===== config.mk =====
export PLATFORM = sky130hd
export DESIGN_NAME = otpps_sequencer
export DESIGN_NICKNAME = d
export VERILOG_FILES = /design/src/inc/otpps_pkg.sv /design/src/design/otpps_addr_map.sv /design/src/design/otpps_sequencer.sv /design/src/design/otpps_timer.sv
export VERILOG_INCLUDE_DIRS = /design/src /design/src/inc
export SDC_FILE = /design/constraint.sdc
export NUM_CORES = 1
export LEC_CHECK = 0
export BUFFER_PORTS_ARGS = -buffer_cell sky130_fd_sc_hd__clkbuf_2
export CELL_PAD_IN_SITES_DETAIL_PLACEMENT = 1
export CELL_PAD_IN_SITES_GLOBAL_PLACEMENT = 2
export CORE_MARGIN = 2
export CORE_UTILIZATION = 29
export DETAILED_ROUTE_END_ITERATION = 10
export GPL_ROUTABILITY_DRIVEN = 0
export PLACE_DENSITY_LB_ADDON = 0.1
export SYNTH_ARGS = -nofsm -noshare
export SYNTH_HDL_FRONTEND = slang
export SYNTH_SLANG_ARGS = --single-unit
export TNS_END_PERCENT = 100

===== constraint.sdc =====
create_clock -name core_clk -period 6.96 [get_ports core_clk]
set_input_delay 0 -clock core_clk [delete_from_list [all_inputs] [get_ports core_clk]]
set_output_delay 0 -clock core_clk [all_outputs]
set_load 0.01 [all_outputs]

===== src/inc/otpps_defines.svh =====
// Purpose: constants for the one-time-programmable array programming sequencer
// Assumes: 100 MHz core_clk, period 10 ns
// Notes: pulse timing counts derive from times in microseconds; setup and settle counts are given in cycles
//
// Notes on behaviour
// In mode I each attempt holds address and data stable and gives one 1 ms low pulse on chip enable.
// In mode I every pulse is followed by a read-back, and a mismatch gives another 1 ms pulse, up to 25 pulses.
// In mode I a verified location gets one extra pulse of three times the pulse count times 1 ms.
// In mode II each attempt holds address and data stable and gives one 0.1 ms chip-enable pulse.
// In mode II every pulse is verified and repeated on mismatch up to 25 times, with no extra pulse.
// After all addresses are programmed a second pass reads and compares every address.
// The device array spans addresses 0000 to 7FFF and a full image ends at 7FFF.
// A 32KB image taken from 8000-FFFF is placed at 0000-7FFF.
// A 16KB image taken from C000-FFFF is placed at 4000-7FFF and writing starts at 4000.
// A 16KB image may instead fill 0000-3FFF with FF.
// The sequencer never performs an identification read and never drives raised levels on addresses.
// The link uses 15 address lines, 8 data lines, and active-low chip and output enables.
// Read-back drives output enable low with chip enable high and samples data after settling.
`ifndef OTPPS_DEFINES_SVH
`define OTPPS_DEFINES_SVH
`define OTPPS_CLK_MHZ        100
`define OTPPS_PULSE1_US      1000
`define OTPPS_PULSE2_US      100
`define OTPPS_SETUP_CYC      4
`define OTPPS_SETTLE_CYC     4
`define OTPPS_MAX_PULSES     25
`define OTPPS_OVER_FACTOR    3
`define OTPPS_ADDR_FIRST     15'h0000
`define OTPPS_ADDR_HALF      15'h4000
`define OTPPS_ADDR_LAST      15'h7FFF
`define OTPPS_SRC_BASE32     16'h8000
`define OTPPS_SRC_BASE16     16'hC000
`define OTPPS_FILL_BYTE      8'hFF
`endif


===== src/inc/otpps_pkg.sv =====
// Purpose: types for the programming sequencer
// Assumes: nothing
// Notes: states are binary coded
package otpps_pkg;
    typedef enum logic [3:0] {
        OTPPS_IDLE    = 4'h0,
        OTPPS_FETCH   = 4'h1,
        OTPPS_SETUP   = 4'h2,
        OTPPS_PULSE   = 4'h3,
        OTPPS_RDSET   = 4'h4,
        OTPPS_CHECK   = 4'h5,
        OTPPS_OVER    = 4'h6,
        OTPPS_NEXT    = 4'h7,
        OTPPS_VFETCH  = 4'h8,
        OTPPS_VSET    = 4'h9,
        OTPPS_VCHECK  = 4'hA,
        OTPPS_DONE    = 4'hB
    } otpps_state_t;
    typedef enum logic [1:0] {
        OTPPS_IMG_FULL = 2'h0,
        OTPPS_IMG_HALF = 2'h1,
        OTPPS_IMG_FILL = 2'h2
    } otpps_img_t;
endpackage


===== src/design/otpps_addr_map.sv =====
// Purpose: maps array addresses to image source addresses and picks the range
// Assumes: image kind is steady while a job runs
// Notes: purely combinational
`include "otpps_defines.svh"
module otpps_addr_map
    import otpps_pkg::*;
#(
    parameter logic [14:0] HALF_ADDR = `OTPPS_ADDR_HALF
) (
    input  wire otpps_img_t  imgKind,
    input  wire logic [14:0] arrAddr,
    output logic [15:0]      srcAddr,
    output logic [14:0]      firstAddr,
    output logic             fillOnly
);
    wire logic lowHalf;

    assign lowHalf   = (arrAddr < HALF_ADDR);
    // 32KB image: 8000-FFFF lands at 0000-7FFF
    // 16KB image: C000-FFFF lands at 4000-7FFF
    assign srcAddr   = (imgKind == OTPPS_IMG_FULL)
                     ? (`OTPPS_SRC_BASE32 | {1'b0, arrAddr})
                     : (`OTPPS_SRC_BASE16 | {2'b00, arrAddr[13:0]});
    assign firstAddr = (imgKind == OTPPS_IMG_HALF) ? HALF_ADDR
                                                   : `OTPPS_ADDR_FIRST;
    assign fillOnly  = (imgKind == OTPPS_IMG_FILL) && lowHalf;
endmodule


===== src/design/otpps_sequencer.sv =====
// Purpose: programmer that writes and verifies the one-time array over its pins
// Assumes: image bytes are valid in the same cycle that imgRdAddr is driven with imgRdReq
// Notes: only program and read cycles are ever generated; no identification read
`include "otpps_defines.svh"
module otpps_sequencer
    import otpps_pkg::*;
#(
    parameter int PULSE1_CYC = (`OTPPS_PULSE1_US * `OTPPS_CLK_MHZ),
    parameter int PULSE2_CYC = (`OTPPS_PULSE2_US * `OTPPS_CLK_MHZ),
    parameter int TW         = 24,
    parameter logic [14:0] HALF_ADDR = `OTPPS_ADDR_HALF,
    parameter logic [14:0] LAST_ADDR = `OTPPS_ADDR_LAST
) (
    input  wire logic        core_clk,
    input  wire logic        nrst,
    input  wire logic        start,
    input  wire logic        modeTwo,
    input  wire otpps_img_t  imgKind,
    output logic             imgRdReq,
    output logic [15:0]      imgRdAddr,
    input  wire logic [7:0]  imgRdData,
    output logic [14:0]      array_address_lines,
    output logic [7:0]       array_data_lines_out,
    output logic             array_data_lines_oe_n,
    input  wire logic [7:0]  array_data_lines_in,
    output logic             chipEnable_n,
    output logic             outputEnable_n,
    output logic             busy,
    output logic             done,
    output logic             fail,
    output logic [14:0]      failAddr
);
    otpps_state_t state;
    otpps_state_t next_state;
    logic [14:0]  addr;
    logic [7:0]   wdata;
    logic [4:0]   pulses;
    logic         tLoad;
    logic [TW-1:0] tVal;
    logic         tDone;
    logic [15:0]  srcAddr;
    logic [14:0]  firstAddr;
    logic         fillOnly;
    logic         fetchPend;

    otpps_addr_map #(.HALF_ADDR(HALF_ADDR)) u_map (
        .imgKind   (imgKind),
        .arrAddr   (addr),
        .srcAddr   (srcAddr),
        .firstAddr (firstAddr),
        .fillOnly  (fillOnly)
    );

    otpps_timer #(.W(TW)) u_tmr (
        .core_clk (core_clk),
        .nrst     (nrst),
        .load     (tLoad),
        .loadVal  (tVal),
        .done     (tDone)
    );

    // ----------------------------------------------------------------
    // decode
    // ----------------------------------------------------------------
    wire logic [TW-1:0] pulseLen;
    wire logic [TW-1:0] overLen;
    wire logic          match;
    wire logic          lastAddr;
    wire logic          tooMany;

    assign pulseLen = modeTwo ? TW'(PULSE2_CYC) : TW'(PULSE1_CYC);
    assign overLen  = TW'(`OTPPS_OVER_FACTOR * PULSE1_CYC) * TW'(pulses);
    assign match    = (array_data_lines_in == wdata);
    assign lastAddr = (addr == LAST_ADDR);
    assign tooMany  = (pulses >= 5'(`OTPPS_MAX_PULSES));

    // ----------------------------------------------------------------
    // state machine
    // ----------------------------------------------------------------
    always_comb begin
        next_state = state;
        tLoad      = 1'b0;
        tVal       = '0;
        unique case (state)
            OTPPS_IDLE: begin
                if (start) begin
                    next_state = OTPPS_FETCH;
                end
            end
            OTPPS_FETCH: begin
                if (!fetchPend) begin
                    next_state = OTPPS_SETUP;
                    tLoad      = 1'b1;
                    tVal       = TW'(`OTPPS_SETUP_CYC);
                end
            end
            OTPPS_SETUP: begin
                if (tDone) begin
                    next_state = OTPPS_PULSE;
                    tLoad      = 1'b1;
                    tVal       = pulseLen - TW'(1);
                end
            end
            OTPPS_PULSE: begin
                if (tDone) begin
                    next_state = OTPPS_RDSET;
                    tLoad      = 1'b1;
                    tVal       = TW'(`OTPPS_SETTLE_CYC);
                end
            end
            OTPPS_RDSET: begin
                if (tDone) begin
                    next_state = OTPPS_CHECK;
                end
            end
            OTPPS_CHECK: begin
                if (match && !modeTwo) begin
                    next_state = OTPPS_OVER;
                    tLoad      = 1'b1;
                    tVal       = overLen - TW'(1);
                end else if (match) begin
                    next_state = OTPPS_NEXT;
                end else if (tooMany) begin
                    next_state = OTPPS_DONE;
                end else begin
                    next_state = OTPPS_SETUP;
                    tLoad      = 1'b1;
                    tVal       = TW'(`OTPPS_SETUP_CYC);
                end
            end
            OTPPS_OVER: begin
                if (tDone) begin
                    next_state = OTPPS_NEXT;
                end
            end
            OTPPS_NEXT: begin
                next_state = lastAddr ? OTPPS_VFETCH : OTPPS_FETCH;
            end
            OTPPS_VFETCH: begin
                if (!fetchPend) begin
                    next_state = OTPPS_VSET;
                    tLoad      = 1'b1;
                    tVal       = TW'(`OTPPS_SETTLE_CYC);
                end
            end
            OTPPS_VSET: begin
                if (tDone) begin
                    next_state = OTPPS_VCHECK;
                end
            end
            OTPPS_VCHECK: begin
                if (!match || lastAddr) begin
                    next_state = OTPPS_DONE;
                end else begin
                    next_state = OTPPS_VFETCH;
                end
            end
            OTPPS_DONE: begin
                if (start) begin
                    next_state = OTPPS_FETCH;
                end
            end
            default: begin
                next_state = OTPPS_IDLE;
            end
        endcase
    end

    always_ff @(posedge core_clk or negedge nrst) begin
        if (!nrst) begin
            state <= OTPPS_IDLE;
        end else begin
            state <= next_state;
        end
    end

    // ----------------------------------------------------------------
    // address, data and pulse count
    // ----------------------------------------------------------------
    wire logic startJob;
    wire logic fetchNow;

    assign startJob = (state == OTPPS_IDLE || state == OTPPS_DONE) && start;
    assign fetchNow = (state == OTPPS_FETCH || state == OTPPS_VFETCH) && fetchPend;
    assign imgRdReq = fetchNow && !fillOnly;
    assign imgRdAddr = srcAddr;

    always_ff @(posedge core_clk or negedge nrst) begin
        if (!nrst) begin
            addr <= `OTPPS_ADDR_FIRST;
        end else if (startJob) begin
            addr <= firstAddr;
        end else if (state == OTPPS_NEXT) begin
            addr <= lastAddr ? firstAddr : addr + 15'h0001;
        end else if (state == OTPPS_VCHECK && match && !lastAddr) begin
            addr <= addr + 15'h0001;
        end
    end

    always_ff @(posedge core_clk or negedge nrst) begin
        if (!nrst) begin
            fetchPend <= 1'b0;
        end else if (startJob || state == OTPPS_NEXT) begin
            fetchPend <= 1'b1;
        end else if (state == OTPPS_VCHECK && match && !lastAddr) begin
            fetchPend <= 1'b1;
        end else if (fetchNow) begin
            fetchPend <= 1'b0;
        end
    end

    always_ff @(posedge core_clk or negedge nrst) begin
        if (!nrst) begin
            wdata <= 8'h00;
        end else if (fetchNow) begin
            wdata <= fillOnly ? `OTPPS_FILL_BYTE : imgRdData;
        end
    end

    always_ff @(posedge core_clk or negedge nrst) begin
        if (!nrst) begin
            pulses <= 5'h00;
        end else if (state == OTPPS_FETCH) begin
            pulses <= 5'h00;
        end else if (state == OTPPS_PULSE && tDone) begin
            pulses <= pulses + 5'h01;
        end
    end

    // ----------------------------------------------------------------
    // pins and status
    // ----------------------------------------------------------------
    wire logic readPhase;
    wire logic driveData;

    assign readPhase = (state == OTPPS_RDSET || state == OTPPS_CHECK ||
                        state == OTPPS_VSET  || state == OTPPS_VCHECK);
    assign driveData = (next_state == OTPPS_SETUP || next_state == OTPPS_PULSE ||
                        next_state == OTPPS_OVER);

    always_ff @(posedge core_clk or negedge nrst) begin
        if (!nrst) begin
            array_address_lines   <= 15'h0000;
            array_data_lines_out  <= 8'h00;
            array_data_lines_oe_n <= 1'b1;
            chipEnable_n          <= 1'b1;
            outputEnable_n        <= 1'b1;
        end else begin
            array_address_lines   <= addr;
            array_data_lines_out  <= wdata;
            array_data_lines_oe_n <= !driveData;
            chipEnable_n          <= !((next_state == OTPPS_PULSE) ||
                                       (next_state == OTPPS_OVER));
            outputEnable_n        <= !(next_state == OTPPS_RDSET ||
                                       next_state == OTPPS_CHECK ||
                                       next_state == OTPPS_VSET  ||
                                       next_state == OTPPS_VCHECK);
        end
    end

    always_ff @(posedge core_clk or negedge nrst) begin
        if (!nrst) begin
            done     <= 1'b0;
            fail     <= 1'b0;
            failAddr <= 15'h0000;
        end else if (startJob) begin
            done <= 1'b0;
            fail <= 1'b0;
        end else if ((state == OTPPS_CHECK && !match && tooMany) ||
                     (state == OTPPS_VCHECK && !match)) begin
            done     <= 1'b1;
            fail     <= 1'b1;
            failAddr <= addr;
        end else if (state == OTPPS_VCHECK && lastAddr) begin
            done <= 1'b1;
        end
    end

    assign busy = (state != OTPPS_IDLE) && (state != OTPPS_DONE);

    // ----------------------------------------------------------------
    // checks
    // ----------------------------------------------------------------
    property p_no_read_while_pulse;
        @(posedge core_clk) disable iff (!nrst)
        !(chipEnable_n == 1'b0 && outputEnable_n == 1'b0);
    endproperty
    a_no_read_while_pulse: assert property (p_no_read_while_pulse)
        else $error("chip enable and output enable low together");

    property p_data_driven_in_pulse;
        @(posedge core_clk) disable iff (!nrst)
        !chipEnable_n |-> !array_data_lines_oe_n;
    endproperty
    a_data_driven_in_pulse: assert property (p_data_driven_in_pulse)
        else $error("data not driven during program pulse");

    property p_stable_in_pulse;
        @(posedge core_clk) disable iff (!nrst)
        (!chipEnable_n && !$past(chipEnable_n)) |->
            $stable(array_address_lines) && $stable(array_data_lines_out);
    endproperty
    a_stable_in_pulse: assert property (p_stable_in_pulse)
        else $error("address or data moved during pulse");

    property p_pulse_cap;
        @(posedge core_clk) disable iff (!nrst)
        pulses <= 5'(`OTPPS_MAX_PULSES);
    endproperty
    a_pulse_cap: assert property (p_pulse_cap)
        else $error("more than the allowed pulses");

    property p_no_over_mode2;
        @(posedge core_clk) disable iff (!nrst)
        modeTwo |-> state != OTPPS_OVER;
    endproperty
    a_no_over_mode2: assert property (p_no_over_mode2)
        else $error("extra pulse in mode two");

    property p_addr_range;
        @(posedge core_clk) disable iff (!nrst)
        (imgKind == OTPPS_IMG_HALF && busy && state != OTPPS_FETCH) |->
            addr >= HALF_ADDR;
    endproperty
    a_addr_range: assert property (p_addr_range)
        else $error("half image address below start");

    property p_last_to_verify;
        @(posedge core_clk) disable iff (!nrst)
        (state == OTPPS_NEXT && lastAddr) |=> state == OTPPS_VFETCH;
    endproperty
    a_last_to_verify: assert property (p_last_to_verify)
        else $error("verify pass not entered after last address");

    property p_fill_no_fetch;
        @(posedge core_clk) disable iff (!nrst)
        (fetchNow && fillOnly) |=> wdata == `OTPPS_FILL_BYTE && !$past(imgRdReq);
    endproperty
    a_fill_no_fetch: assert property (p_fill_no_fetch)
        else $error("fill byte not used in low half");

    c_mode1_over: cover property (@(posedge core_clk) state == OTPPS_OVER);
    c_retry: cover property (@(posedge core_clk) state == OTPPS_CHECK && !match && !tooMany);
    c_done_ok: cover property (@(posedge core_clk) done && !fail);
endmodule


===== src/design/otpps_timer.sv =====
// Purpose: down-counting cycle timer with load and done
// Assumes: load has priority over counting
// Notes: done is high while the count is zero
`include "otpps_defines.svh"
module otpps_timer
    import otpps_pkg::*;
#(
    parameter int W = 24
) (
    input  wire logic         core_clk,
    input  wire logic         nrst,
    input  wire logic         load,
    input  wire logic [W-1:0] loadVal,
    output logic              done
);
    logic [W-1:0] count;
    logic [W-1:0] next_count;

    assign next_count = load ? loadVal : (count != '0 ? count - W'(1) : count);
    assign done       = (count == '0);

    always_ff @(posedge core_clk or negedge nrst) begin
        if (!nrst) begin
            count <= '0;
        end else begin
            count <= next_count;
        end
    end
endmodule


==> results of run 1 <==
==> how the worst max path moves through the flow <==
stage                                      from  slack [ns]  cells after the start                           to
after CTS                 pulses[4]$_DFFE_PN0P_        1.89                     14  u_tmr.count[23]$_DFFE_PN0P_
after global routing      pulses[4]$_DFFE_PN0P_        1.58                     14  u_tmr.count[23]$_DFFE_PN0P_
after detailed placement  pulses[4]$_DFFE_PN0P_        1.92                     14  u_tmr.count[23]$_DFFE_PN0P_
after floorplan           pulses[4]$_DFFE_PN0P_        2.42                     14  u_tmr.count[23]$_DFFE_PN0P_
final                     pulses[4]$_DFFE_PN0P_        1.92                     14  u_tmr.count[23]$_DFFE_PN0P_
after global placement    pulses[4]$_DFFE_PN0P_        2.06                     14  u_tmr.count[23]$_DFFE_PN0P_
==> metrics by stage <==
| step | cells | cell area (um^2) | hold WS, ns | setup slack [ns] | utilization |
|---|---|---|---|---|---|
| after floorplan | 697 | 6540 | -0.296 | 2.42 | - |
| after CTS | 1054 | 7490 | 0.0681 | 1.89 | 0.341 |
| after detailed placement | 1026 | 7090 | -0.00813 | 1.92 | 0.323 |
| after global routing | 1054 | 7490 | 0.109 | 1.58 | 0.341 |
| final | 1054 | 7490 | 0.0661 | 1.92 | 0.341 |
| after global placement | 1026 | 7090 | -0.0182 | 2.06 | 0.323 |
==> registers in the layout (all words and copies together), names as in the netlist <==
register               count
done                       1
failAddr                  15
addr                      15
array_data_lines_oe_n      1
array_address_lines       15
wdata                      8
pulses                     5
state                      4
u_tmr.count               24
chipEnable_n               1
fetchPend                  1
array_data_lines_out       8
fail                       1
outputEnable_n             1
==> cells in the mapped netlist, drive strengths merged (9+ instances only) <==
master	count
dfrtp	97
nor2	64
nand2	57
inv	38
o21ai	38
ha	37
a21oi	29
xor2	29
nor3	26
buf	24
xnor2	22
nand3	17
mux2	15
clkbuf	13
nand4	12
nor2b	12
nor4	11
or3	11
o22a	9
==> kinds of logic (layout without fill, tap and decap cells) <==
group                      after synthesis  in the layout  share of synthesized area
and+or+nand+nor                        256            256                      0.201
AOI/OAI and AO/OA                      150            150                      0.160
DFF                                    100            100                      0.383
buffers and inverters                   75            152                     0.0606
xor gates and xnor gates                51             51                     0.0683
adders and majority gates               45             45                     0.0952
muxes                                   19             19                     0.0319
other                                    1              1                   0.000573
==> report_power, final <==
| part | internal (mW) | leakage (nW) | switching (mW) | total [mW] |
|---|---|---|---|---|
| combinational | 0.326 | 2.19 | 0.455 | 0.781 |
| sequential | 0.710 | 1.31 | 0.130 | 0.841 |
| clock | 0.250 | 0.133 | 0.251 | 0.502 |
| total | 1.29 | 3.63 | 0.837 | 2.12 |
==> per-layer routing <==
| layer | GRT usage | wire [um] | vias up |
|---|---|---|---|
| met5 | 0 | 0 | - |
| met1 | 0.224 | 9150 | 2672 |
| met4 | 0.0334 | 159 | 0 |
| met3 | 0.0244 | 407 | 13 |
| met2 | 0.259 | 8460 | 64 |
| li1 | - | - | 2603 |
==> worst max-delay path: cells and delay by family, from the launching register on <==
kind / cells / cell delay [ns]
DFF: 1 / 0.61
buffers and inverters: 2 / 0.18
adders and majority gates: 4 / 1.85
and+or+nand+nor: 5 / 1.60
xor gates and xnor gates: 1 / 0.18
AOI/OAI and AO/OA: 2 / 0.54
==> area by class of cell <==
cell class	count	area, um^2	area share
Sequential cell	100	2510	0.335
Inverter	38	143	0.0190
Tap cell	280	350	0.0468
Clock inverter	6	55.1	0.00735
Timing Repair Buffer	98	566	0.0755
Clock buffer	10	229	0.0306
Multi-Input combinational cell	522	3640	0.486
==> what timing repair did <==
action,CTS,global route
buffers inserted,0,0
hold endpoints to repair,43,0
hold buffers,12,0
==> metrics.yaml, run 1 <==
grt:
  grt_pass1_vias: 5700
  grt_max_degree: 68
  antenna_found_initial: 0
  grt_overflow: 0
  track_usage: 0.159
  grt_pass1_wl_um: 30500
floorplan:
  die_h_um: 154
  coreArea_um2: 22000
  row_count: 54
  fp.dieArea_um2: 23800
  start_util: 0.298
  die_x_um: 154
  ios: 83
hold_path:
  hold_end: "fail$_DFFE_PN0P_"
  whs_path_depth: 4
  holdCritPathClass: "in -> reg"
  hp-start: "start"
yosys:
  ys.flop_type: "dfrtp_1"
  synthCells: 697
  synth_fp_nets: 764
  async_reset_ff_frac: 1.00
  avgSynthCellArea_um2: 9.39
  ys_types: 81
  ys_warn_count: 0
  synth_edf_count: 0
  synthDominantCellAreaShare: 0.371
  ys_ff_latch: 100
  synth_area_leaders: "dfrtp_1 (37%), ha_1 (7.1%), xor2_1 (3.9%)"
  seq_area_frac_synth: 0.383
  yosys.area.top_type: "dfrtp_1"
  synthesis.area_um2: 6540
sta:
  maxSlewHeadroom: 0.397
  max_freq_ghz: 0.199
  worst_pin_slew_ns: 0.904
  period_needed_ns: 5.04
  period_share: 0.724
  rsz0062_at_grt: "false"
  setup_violations: 0
  slew_viol_final: 0
  clock-skew-final_ns: 0.0130
  hold_viol: 0
  setup_tns_ns: 0
routing:
  final_antenna_net_count: 0
  routed_wl_um: 18200
  route.detailed.drc: 0
  vias: 5352
  vias_per_cell: 5.08
  firstDrtPassIters: 5
  initialDrtViolationCount: 275
  avgRoutedWirePerCell_um: 17.2
critical_path:
  crit_type: "reg -> reg"
  path_max_fanout: 12
  endpoint_kind: "flop"
  start_kind: "flop"
  worstReg2RegStart: "pulses[4]$_DFFE_PN0P_"
  ff2ff_setup_slack_ns: 1.92
  slowest_delay_ns: 0.61
  critPathArrivalTime_ns: 5.34
  worst_path_most_repeated_cell: "fa_1"
  reg2reg_depth: 14
  slowest_stage: "dfrtp_1"
  path_cells: "fa_1, inv_1, fa_1, fa_1, inv_1, ha_1, a211oi_2, nor2_1, xnor2_1, nor3_1, o211ai_1, or4_4, or4_1, nand3_1"
  required_ns: 7.26
  r2r_end: "u_tmr.count[23]$_DFFE_PN0P_"
final_layout:
  antennaDiodeCount: 0
  final_common_cell: "dfrtp_1"
  filler_cell_count: 2527
  drive_above_1_share: 0.187
  final_cell_mix: "dfrtp_1 (97), clkbuf_2 (80), nor2_1 (63)"
  area_growth_pct: 14.5
  finalNetCount: 836
power_and_ir_drop:
  power_leakage_nw: 3.63
  p_total_mw: 2.12
  p_per_area_nw_per_um2: 284
  vdd_drop_max_mv: 0.0996
flow_run:
  maxCapViolCount: 0
cts:
  root_buffer: "clkbuf_16"
  clock_latency_ns: 0.36
  cts_tree: "yes"
  cts_buffers: 9
  h-tree-depth: 3
  clk_pin_slew_worst_paths_ns: 0.08
  cts.sinks: 100
  cts_resized: 0
  cts.path.max_buffers: 2
status:
  status: "completed"
placed_design:
  portBuffers: 81
  dp_hpwl_um: 13700
Power figures use the tool's default switching activity.
==> run 2, diff against run 1 <==
==> constraint.sdc (replaced) <==
create_clock -name core_clk -period 4.3 [get_ports core_clk]
set_input_delay 0 -clock core_clk [delete_from_list [all_inputs] [get_ports core_clk]]
set_output_delay 0 -clock core_clk [all_outputs]
set_load 0.01 [all_outputs]
==> run 2 against run 1 <==
First-iteration DRC count shrank 23%. Wire length up 0.24%. Count of clock-buffer cells in the layout fell by 1. Total power rose by 68%. Critical path type unchanged.
==> metrics.yaml, run 2 (synthesis gave the netlist of run 1 again) <==
status:
  status: "completed"
floorplan:
  die_x_um: 154
  fp.dieArea_um2: 23800
  coreArea_um2: 22000
  row_count: 54
  die_h_um: 154
  ios: 83
  start_util: 0.298
final_layout:
  antennaDiodeCount: 0
  final_cell_mix: "dfrtp_1 (94), clkbuf_2 (80), nor2_1 (60)"
  largest_reg_flops: 24
  largest-register: "u_tmr.count"
  finalNetCount: 869
  drive_above_1_share: 0.260
  filler_cell_count: 2540
  postLayoutCoreUtil: 0.362
  final_common_cell: "dfrtp_1"
  area_growth_pct: 21.3
cts:
  cts.path.max_buffers: 2
  cts_buffers: 9
  cts.sinks: 100
  h-tree-depth: 3
  clock_latency_ns: 0.36
  clk_pin_slew_worst_paths_ns: 0.07
  cts_tree: "yes"
  root_buffer: "clkbuf_16"
power_and_ir_drop:
  p_total_mw: 3.56
  power_leakage_nw: 3.85
  p_per_area_nw_per_um2: 449
  vdd_drop_max_mv: 0.224
grt:
  grt_use_met2: 0.263
  antenna_found_initial: 0
  grt_overflow: 0
  grt_pass1_vias: 5822
  use_met3: 0.0263
  grt_max_degree: 53
  grt_busiest_layer: "met2"
  met1_usage: 0.219
  track_usage: 0.158
  grt_pass1_wl_um: 30500
critical_path:
  reg2reg_depth: 14
  worst_path_most_repeated_cell: "fa_1"
  slowest_delay_ns: 0.59
  crit_type: "reg -> reg"
  required_ns: 4.59
  worstReg2RegStart: "pulses[4]$_DFFE_PN0P_"
  slowest_stage: "fa_1"
  r2r_end: "u_tmr.count[23]$_DFFE_PN0P_"
  endpoint_kind: "flop"
  path_max_fanout: 5
  path_cells: "fa_1, inv_2, fa_1, fa_1, inv_2, ha_4, a211oi_4, or4b_4, o2111ai_4, nor2_2, nand2_1, or4_4, or4_1, nand3_1"
  critPathArrivalTime_ns: 4.58
  ff2ff_setup_slack_ns: 0.01
  start_kind: "flop"
hold_path:
  hold_end: "fail$_DFFE_PN0P_"
  holdCritPathClass: "in -> reg"
  whs_path_depth: 4
  hp-start: "start"
routing:
  avgRoutedWirePerCell_um: 16.8
  route.detailed.drc: 0
  routed_wl_um: 18200
  firstDrtPassIters: 4
  initialDrtViolationCount: 213
  final_antenna_net_count: 0
  vias_per_cell: 4.96
  vias: 5391
sta:
  rsz0062_at_grt: "true"
  hold_viol: 0
  worst_pin_slew_ns: 0.834
  slew_viol_final: 0
  clock-skew-final_ns: 0.0125
  period_share: 0.997
  setup_violations: 0
  period_needed_ns: 4.29
  holdWs_ns: 0.0751
  setup_tns_ns: 0
  maxSlewHeadroom: 0.440
  max_freq_ghz: 0.233
placed_design:
  portBuffers: 81
  dp_hpwl_um: 14000
flow_run:
  maxCapViolCount: 0
==> run 2: cell types whose count changed in the layout (fill, tap and decap cells not counted), sizes merged <==
cell	change
clkbuf	-1
clkinv	+2
bufinv	+1
clkinvlp	-2
buf	+33
==> run 2: area by class of cell <==
cell class | instances | area (um^2) | area share
timing repair buffer | 131 | 813 | 0.102
clock inverter | 7 | 81.3 | 0.0102
tap | 280 | 350 | 0.0441
clock buffer | 9 | 225 | 0.0284
sequential | 100 | 2510 | 0.316
inverter | 38 | 143 | 0.0180
multi-input combinational | 522 | 3820 | 0.481
==> run 2: worst max path at each step <==
stage                     slack (ns)                           to  depth (start not counted)                  start
final                           0.01  u_tmr.count[23]$_DFFE_PN0P_                         14  pulses[4]$_DFFE_PN0P_
after global routing           -0.14  u_tmr.count[23]$_DFFE_PN0P_                         15  pulses[4]$_DFFE_PN0P_
after CTS                       0.02  u_tmr.count[23]$_DFFE_PN0P_                         14  pulses[4]$_DFFE_PN0P_
after detailed placement       -0.07  u_tmr.count[23]$_DFFE_PN0P_                         14  pulses[2]$_DFFE_PN0P_
after global placement         -0.02  u_tmr.count[23]$_DFFE_PN0P_                         14  pulses[2]$_DFFE_PN0P_
after floorplan               -0.003  u_tmr.count[23]$_DFFE_PN0P_                         14  pulses[3]$_DFFE_PN0P_
==> run 2: report_power, final <==
| group | internal (mW) | leakage [nW] | switching, mW |
|---|---|---|---|
| sequential | 1.15 | 1.31 | 0.204 |
| combinational | 0.587 | 2.39 | 0.761 |
| clock | 0.461 | 0.152 | 0.398 |
==> run 2: layer usage <==
layer / wire (um) / up-vias / part of all wire
li1: - / 2667 / -
met1: 9110 / 2651 / 0.50
met2: 8530 / 63 / 0.47
met3: 471 / 10 / 0.026
met4: 121 / 0 / 0.0066
met5: 0 / - / 0
==> run 2: critical path: cells and delay by family, from the launching register on <==
| family | cells | cell delay (ns) |
|---|---|---|
| fa+ha+maj | 4 | 1.80 |
| simple gates | 6 | 1.45 |
| compound gates | 2 | 0.46 |
| flops | 1 | 0.42 |
| buf+inv | 2 | 0.11 |
==> run 2: stage by stage <==
step	cell area (um^2)	cells	worst slack [ns]
global route	7940	1087	-0.139
global placement	7360	1055	-0.0211
floorplan	6600	697	-0.00340
detailed placement	7360	1055	-0.0718
CTS	7830	1084	0.0152
finish	7940	1087	0.0134
==> run 2: repair_timing <==
action	4_1_cts	5_1_grt
hold endpoints to repair	61	0
hold buffers	12	0
gates resized for setup	7	22
endpoints found under the setup margin	3	9
pin swaps	3	6
setup buffers	1	3
